===== src/logic/cmg_regs.svh =====
// Register offsets, field positions and reset values of the comparator mask gating block
`ifndef CMG_REGS_SVH
`define CMG_REGS_SVH

`define CMG_ADDR_W           12
`define CMG_OFF_GATE_CTRL    12'h000
`define CMG_OFF_SRC_SEL      12'h004
`define CMG_OFF_STATUS       12'h008
`define CMG_CTRL_W           16
`define CMG_CTRL_RESET       16'h0000
`define CMG_BIT_A_INV_EN     0
`define CMG_BIT_A_TRUE_EN    1
`define CMG_BIT_B_INV_EN     2
`define CMG_BIT_B_TRUE_EN    3
`define CMG_SEL_W            4
`define CMG_SEL_RESET        4'h0
`define CMG_SEL_PWM_LAST     4'h5
`define CMG_SEL_RSVD_FIRST   4'h6
`define CMG_SEL_RSVD_LAST    4'hB
`define CMG_SEL_TRIG_A       4'hC
`define CMG_SEL_TRIG_B       4'hD
`define CMG_SEL_FAULT_A      4'hE
`define CMG_SEL_FAULT_B      4'hF
`define CMG_NUM_PWM          6
`define CMG_NUM_TRIG         2
`define CMG_NUM_FAULT        2
`define CMG_ST_BIT_GATE      0
`define CMG_ST_BIT_MASK_A    1
`define CMG_ST_BIT_MASK_B    2
`define CMG_ST_BIT_RSVD_SEL  3
`define CMG_ZERO32           32'h0000_0000

`endif


===== src/logic/cmg_pkg.sv =====
// Types shared by the comparator mask gating block
package cmg_pkg;
    typedef enum logic [1:0] {
        CMG_APB_IDLE,
        CMG_APB_DONE
    } cmg_apb_state_t;
endpackage : cmg_pkg


===== src/logic/cmg_gate_if.sv =====
// Signals passed between the register core and the AND gate stage
`timescale 1ns/100ps
interface cmg_gate_if;
    logic [3:0] enables;
    logic       mask_input_a;
    logic       mask_input_b;
    logic       gate_out;
    modport core (output enables, output mask_input_a, output mask_input_b, input gate_out);
    modport gate (input enables, input mask_input_a, input mask_input_b, output gate_out);
endinterface : cmg_gate_if


===== src/logic/cmg_mask_gate.sv =====
// Functional notes
// - Gate B true enable set puts true mask B into the AND gate.
// - Gate B inverted enable set puts inverted mask B into the AND gate.
// - Gate A true enable set puts true mask A into the AND gate.
// - Gate A inverted enable set puts inverted mask A into the AND gate.
// - Four-bit selector picks mask A source; PWM codes 0-5, reserved codes, trigger at 1100-1101, fault at 1110-1111.
`timescale 1ns/100ps
`include "cmg_regs.svh"
module cmg_mask_gate (
    // Clock, reset, enable
    input  wire logic                          CLK_SYS,
    input  wire logic                          RST,
    input  wire logic                          CE,
    // APB slave
    input  wire logic                          PSEL,
    input  wire logic                          PENABLE,
    input  wire logic                          PWRITE,
    input  wire logic [`CMG_ADDR_W-1:0]        PADDR,
    input  wire logic [31:0]                   PWDATA,
    input  wire logic [3:0]                    PSTRB,
    output logic      [31:0]                   PRDATA,
    output logic                               PREADY,
    output logic                               PSLVERR,
    // Mask sources
    input  wire logic [`CMG_NUM_PWM-1:0]       PWM_OUT,
    input  wire logic [`CMG_NUM_TRIG-1:0]      TRIG_OUT,
    input  wire logic [`CMG_NUM_FAULT-1:0]     FAULT_IN,
    input  wire logic                          MASK_INPUT_B,
    // Gate result
    output logic                               AND_GATE_OUT
);
    import cmg_pkg::*;

    typedef struct packed {
        cmg_apb_state_t              apb;
        logic [`CMG_CTRL_W-1:0]      ctrl;
        logic [`CMG_SEL_W-1:0]       sel;
        logic                        mask_a;
        logic                        mask_b;
        logic                        rsvd_sel;
        logic [31:0]                 rdata;
        logic                        slverr;
        logic                        gate_q;
        logic                        ready;
    } cmg_state_t;

    cmg_state_t  state;
    cmg_state_t  next_state;
    logic        src_a;
    logic        wr_ok;
    logic        rd_hit;
    logic [31:0] rd_val;
    logic [31:0] wmask;
    cmg_gate_if  gif();

    // Byte strobes expand to a bit mask
    genvar g;
    generate
        for (g = 0; g < 4; g = g + 1) begin : g_strb
            assign wmask[g*8 +: 8] = {8{PSTRB[g]}};
        end
    endgenerate

    // Mask A source decode
    always_comb begin
        src_a = 1'b0;
        if (state.sel <= `CMG_SEL_PWM_LAST) begin
            src_a = PWM_OUT[state.sel[2:0]];
        end else if (state.sel == `CMG_SEL_TRIG_A) begin
            src_a = TRIG_OUT[0];
        end else if (state.sel == `CMG_SEL_TRIG_B) begin
            src_a = TRIG_OUT[1];
        end else if (state.sel == `CMG_SEL_FAULT_A) begin
            src_a = FAULT_IN[0];
        end else if (state.sel == `CMG_SEL_FAULT_B) begin
            src_a = FAULT_IN[1];
        end
    end

    // Read mux
    always_comb begin
        rd_hit = 1'b1;
        rd_val = `CMG_ZERO32;
        unique case (PADDR)
            `CMG_OFF_GATE_CTRL: begin
                rd_val[`CMG_CTRL_W-1:0] = state.ctrl;
            end
            `CMG_OFF_SRC_SEL: begin
                rd_val[`CMG_SEL_W-1:0] = state.sel;
            end
            `CMG_OFF_STATUS: begin
                rd_val[`CMG_ST_BIT_GATE]     = state.gate_q;
                rd_val[`CMG_ST_BIT_MASK_A]   = state.mask_a;
                rd_val[`CMG_ST_BIT_MASK_B]   = state.mask_b;
                rd_val[`CMG_ST_BIT_RSVD_SEL] = state.rsvd_sel;
            end
            default: begin
                rd_hit = 1'b0;
            end
        endcase
    end

    always_comb begin
        next_state = state;
        wr_ok = PSEL & PENABLE & PWRITE;
        // Inputs are registered once so the gate sees glitch-free levels
        next_state.mask_a = src_a;
        next_state.mask_b = MASK_INPUT_B;
        next_state.gate_q = gif.gate_out;
        // Reserved codes give a 0 source; flagged so software can spot misconfiguration
        next_state.rsvd_sel = (state.sel >= `CMG_SEL_RSVD_FIRST) && (state.sel <= `CMG_SEL_RSVD_LAST);
        unique case (state.apb)
            CMG_APB_IDLE: begin
                if (PSEL & PENABLE) begin
                    next_state.apb = CMG_APB_DONE;
                    next_state.ready = 1'b1;
                    next_state.slverr = ~rd_hit;
                    next_state.rdata = (PWRITE | ~rd_hit) ? `CMG_ZERO32 : rd_val;
                    if (wr_ok && PADDR == `CMG_OFF_GATE_CTRL) begin
                        next_state.ctrl = (state.ctrl & ~wmask[`CMG_CTRL_W-1:0])
                                        | (PWDATA[`CMG_CTRL_W-1:0] & wmask[`CMG_CTRL_W-1:0]);
                    end
                    if (wr_ok && PADDR == `CMG_OFF_SRC_SEL && PSTRB[0]) begin
                        next_state.sel = PWDATA[`CMG_SEL_W-1:0];
                    end
                end
            end
            CMG_APB_DONE: begin
                next_state.apb = CMG_APB_IDLE;
                next_state.ready = 1'b0;
                next_state.slverr = 1'b0;
            end
        endcase
    end

    always_ff @(posedge CLK_SYS) begin
        if (RST) begin
            state.apb      <= CMG_APB_IDLE;
            state.ctrl     <= `CMG_CTRL_RESET;
            state.sel      <= `CMG_SEL_RESET;
            state.mask_a   <= 1'b0;
            state.mask_b   <= 1'b0;
            state.rsvd_sel <= 1'b0;
            state.rdata    <= `CMG_ZERO32;
            state.slverr   <= 1'b0;
            state.gate_q   <= 1'b0;
            state.ready    <= 1'b0;
        end else if (CE) begin
            state <= next_state;
        end
    end

    assign gif.enables      = state.ctrl[`CMG_BIT_B_TRUE_EN:`CMG_BIT_A_INV_EN];
    assign gif.mask_input_a = state.mask_a;
    assign gif.mask_input_b = state.mask_b;

    cmg_and_gate u_gate (
        .clk (CLK_SYS),
        .rst (RST),
        .ce  (CE),
        .gif (gif.gate)
    );

    assign PRDATA       = state.rdata;
    assign PREADY       = state.ready;
    assign PSLVERR      = state.slverr;
    assign AND_GATE_OUT = gif.gate_out;
endmodule : cmg_mask_gate


===== src/logic/cmg_and_gate.sv =====
// AND gate stage with per-input enables, registered output
`timescale 1ns/100ps
`include "cmg_regs.svh"
module cmg_and_gate (
    // Clock and reset
    input  wire logic  clk,
    input  wire logic  rst,
    input  wire logic  ce,
    // Gate signals
    cmg_gate_if.gate   gif
);
    import cmg_pkg::*;

    typedef struct packed {
        logic gate_out;
    } cmg_gate_state_t;

    cmg_gate_state_t state;
    cmg_gate_state_t next_state;
    logic            any_enabled;
    logic            product;

    always_comb begin
        // Disabled inputs are forced to 1 so they drop out of the product
        product = (gif.mask_input_b | ~gif.enables[`CMG_BIT_B_TRUE_EN])
                & (~gif.mask_input_b | ~gif.enables[`CMG_BIT_B_INV_EN])
                & (gif.mask_input_a | ~gif.enables[`CMG_BIT_A_TRUE_EN])
                & (~gif.mask_input_a | ~gif.enables[`CMG_BIT_A_INV_EN]);
        any_enabled = |gif.enables;
        next_state = state;
        next_state.gate_out = any_enabled & product;
    end

    always_ff @(posedge clk) begin
        if (rst) begin
            state <= '0;
        end else if (ce) begin
            state <= next_state;
        end
    end

    assign gif.gate_out = state.gate_out;
endmodule : cmg_and_gate


===== config.mk =====
export PLATFORM = sky130hd
export DESIGN_NAME = cmg_mask_gate
export DESIGN_NICKNAME = d
export VERILOG_FILES = /design/src/logic/cmg_pkg.sv /design/src/logic/cmg_gate_if.sv /design/src/logic/cmg_mask_gate.sv /design/src/logic/cmg_and_gate.sv
export VERILOG_INCLUDE_DIRS = /design/src /design/src/logic
export SDC_FILE = /design/constraint.sdc
export NUM_CORES = 1
export LEC_CHECK = 0
export BUFFER_PORTS_ARGS = -buffer_cell sky130_fd_sc_hd__buf_2
export CAP_MARGIN = 40
export CORE_UTILIZATION = 42
export DETAILED_ROUTE_END_ITERATION = 10
export GPL_TIMING_DRIVEN = 0
export PLACE_DENSITY = 0.76
export SLEW_MARGIN = 20
export SYNTH_ARGS = -nofsm -noshare
export SYNTH_HDL_FRONTEND = slang
export SYNTH_HIERARCHICAL = 1
export SYNTH_SLANG_ARGS = --single-unit

===== constraint.sdc =====
create_clock -name CLK_SYS -period 1.35 [get_ports CLK_SYS]
set_input_delay 0.135 -clock CLK_SYS [delete_from_list [all_inputs] [get_ports CLK_SYS]]
set_output_delay 0.135 -clock CLK_SYS [all_outputs]
set_load 0.02 [all_outputs]

==> flow_summary.toml <==
[outcome]
outcome = "finished with violations"
violations = "negative setup slack"

[logic_synthesis]
ys_seq_area_frac = 0.402
synth_xor_area_frac = 0
ys_ff_latch = 44
synth_compound_area_frac = 0.202
synthAdderAreaFrac = 0
ys_warn_count = 6
muxShareOfSynthArea = 0.0623
yosys.area_share.simple = 0.180
syn-cell-area_um2 = 2190
synth_top_family_by_area = "compound AO/OA/AOI/OAI gates"
avgSynthCellArea_um2 = 9.44
synthCells = 232
yosysUniqueCellTypes = 37

[worst_setup_path]
startpoint_type = "flop"
end_kind = "flop"
worstPathArrival_ps = 1600
cp.required_ps = 1510
crit_fanout = 5
path_class = "reg2reg"

[die]
die_w_um = 74.2
core_region_area_um2 = 4880
rows = 25
io_pins = 100
die_area_um2 = 5510
die_h_um = 74.2
initial_utilization = 0.449

[timing]
relSlewSlack = 0.583
setup_slack_ps = -90.6
rsz0062_at_grt = "yes"
setup_viol = 21
slew_violations = 0
tightestPinTransition_ps = 626
post-route-period-util = 1.07
fmax_ghz = 0.694
period_needed_ps = 1440
finalHoldViolCount = 0
finalClockSkew_ps = 5.16

[clocking]
cts.clk_slew.worst_paths_ps = 80
cts_root_buf = "clkbuf_8"
clock_sinks = 44
cts.htree.levels = 2
cts-hold-fix-buffers = 0
cts_buffers = 5
clockBufferDepth = 2
cts_tree = "done"
clk_latency_ps = 290

[placed_design]
place_congestion = 0.816
port_buffers = 63
dp.cells = 377
dp.final_hpwl_um = 3670
place_ws_ps = -191

[final_layout]
regArea_um2 = 886
syn_to_final_growth_pct = 38.6
drive_above_1_share = 0.509
antenna_cells = 0
fill_cells = 418
instances_no_fill = 395
final_nets = 392
multiInputGateArea_um2 = 1150

[route]
dr.pass1.iters = 4
route.detailed.drc = 0
first_iter_violations = 121
wl_per_cell_um = 13.8
vias_per_cell = 5.11
num_vias = 2018
drtAntennaViolNets = 0
routed_wirelength_um = 5430

[global_routing]
globalRouteMet2Util = 0.341
grt.busiest_layer = "met2"
antenna_found_initial = 0
grt_start_max_net_pins = 15
grt_pass1_wl_um = 8300
met1_usage = 0.247
grtUsageTotal = 0.199
grt_pass1_vias = 1840
grtUsageMet3 = 0.0393
grt_overflow = 0

[pwr]
power.density_nw_per_um2 = 866
power_leakage_nw = 1.32
ir_worst_vdd_mv = 0.497
power_mw = 2.63

[run]
maxCapViolCount = 0

[min_path]
hp-class = "in2reg"
[where the power goes]
group / leakage, nW / switching [mW] / internal (mW)
sequential: 0.356 / 0.00794 / 1.30
combinational: 0.906 / 0.185 / 0.140
clock: 0.0541 / 0.444 / 0.547
total: 1.32 / 0.637 / 1.99
[kinds of logic after synthesis]
kind of cell | count (synthesis)
other | 1
AND/OR/NAND/NOR | 58
multiplexers | 11
flip-flops | 44
buffers and inverters | 47
AO/OA/AOI/OAI | 71
[registers in the layout (all words and copies together) (netlist names)]
register             count
gif.enables              4
gif.mask_input_b         1
gif.mask_input_a         1
u_gate/gif.gate_out      1
PREADY                   1
state                   19
PRDATA                  16
PSLVERR                  1
[through the flow]
step,instance area (um^2),hold slack [ps],util,TNS [ps]
after floorplan,2250,282,-,0
after global placement,2650,371,0.542,-3720
after detailed placement,2650,392,0.542,-4540
after CTS,2850,78.6,0.584,-1050
after global routing,3040,75.2,0.622,-2790
final,3040,85.8,0.622,-1190
[final timing paths]
path                           from                             to  slack (ps)  depth (start not counted)
min                    MASK_INPUT_B  gif.mask_input_b$_SDFFE_PP0P_          90                          3
max          state[58]$_SDFFE_PP0P_    gif.enables[3]$_SDFFE_PP0P_         -90                          6
min reg2reg  state[56]$_SDFFE_PP0P_         state[56]$_SDFFE_PP0P_         470                          2
max reg2reg  state[58]$_SDFFE_PP0P_    gif.enables[3]$_SDFFE_PP0P_         -90                          6
[what timing repair did]
| action | 4_1_cts | 5_1_grt |
|---|---|---|
| gates cloned | 2 | 2 |
| gates resized for setup | 16 | 38 |
| setup endpoints to repair | 31 | 31 |
| buffers inserted | 3 | 3 |
| pin swaps | 5 | 36 |
[synthesized netlist by cell type (all sizes together)]
library cell  instances  share of area
clkbuf                4         0.0069
nor2                  8          0.014
or4                   1         0.0034
a311oi                1         0.0040
nand3b                2         0.0086
and4b                 1         0.0046
dfxtp                44           0.40
nor3b                 2         0.0069
nand2b                4          0.011
a21oi                22          0.050
buf                  43           0.15
a41o                  1         0.0046
mux2i                 8          0.037
and2                  1         0.0029
nand3                17          0.039
and4                  1         0.0051
a211oi                2         0.0091
a31oi                 2         0.0057
a22o                 16          0.064
a22oi                 1         0.0034
nor4b                 1          0.011
mux2                  1         0.0051
nor4                  3          0.029
mux4                  2          0.021
nand4                 7          0.023
o21bai                1         0.0034
nand2                 6          0.010
conb                  1         0.0017
o21ai                25          0.057
nor2b                 4          0.011
[critical path, stage by stage (launching register included)]
cell and delay [ps]:
dfxtp_2 330, and4b_2 330, nand4_1 130, buf_6 180
buf_8 130, o21ai_2 140, a21oi_2 70
[layout make-up]
| cell class | count | area share |
|---|---|---|
| buffer | 47 | 0.122 |
| clock buffer | 5 | 0.0227 |
| clock inverter | 3 | 0.0140 |
| multi-input combinational | 156 | 0.378 |
| sequential | 44 | 0.292 |
| tap | 67 | 0.0276 |
| timing repair buffer | 73 | 0.144 |
[layer usage]
metal | wire length [um] | vias up
li1 | - | 998
met1 | 2400 | 929
met2 | 2600 | 83
met3 | 334 | 8
met4 | 95 | 0
met5 | 0 | -
[cell usage in the layout, fill, tap and decap left out, types with 2 or more instances in the layout]
cell type / n
nor3b_1: 2
mux2i_1: 8
nand4_1: 6
a31oi_1: 2
nor4_4: 3
a21oi_1: 15
buf_2: 67
a21oi_2: 7
o21ai_1: 4
buf_1: 2
nand2b_1: 4
mux4_2: 2
clkbuf_8: 5
conb_1: 16
a22o_1: 16
nor2b_1: 4
buf_8: 6
buf_6: 7
dfxtp_1: 42
nand3_1: 16
o21ai_2: 20
buf_4: 35
nor2_1: 7
clkbuf_1: 2
nand2_1: 6
No activity file was read; power rests on OpenSTA's default activity.
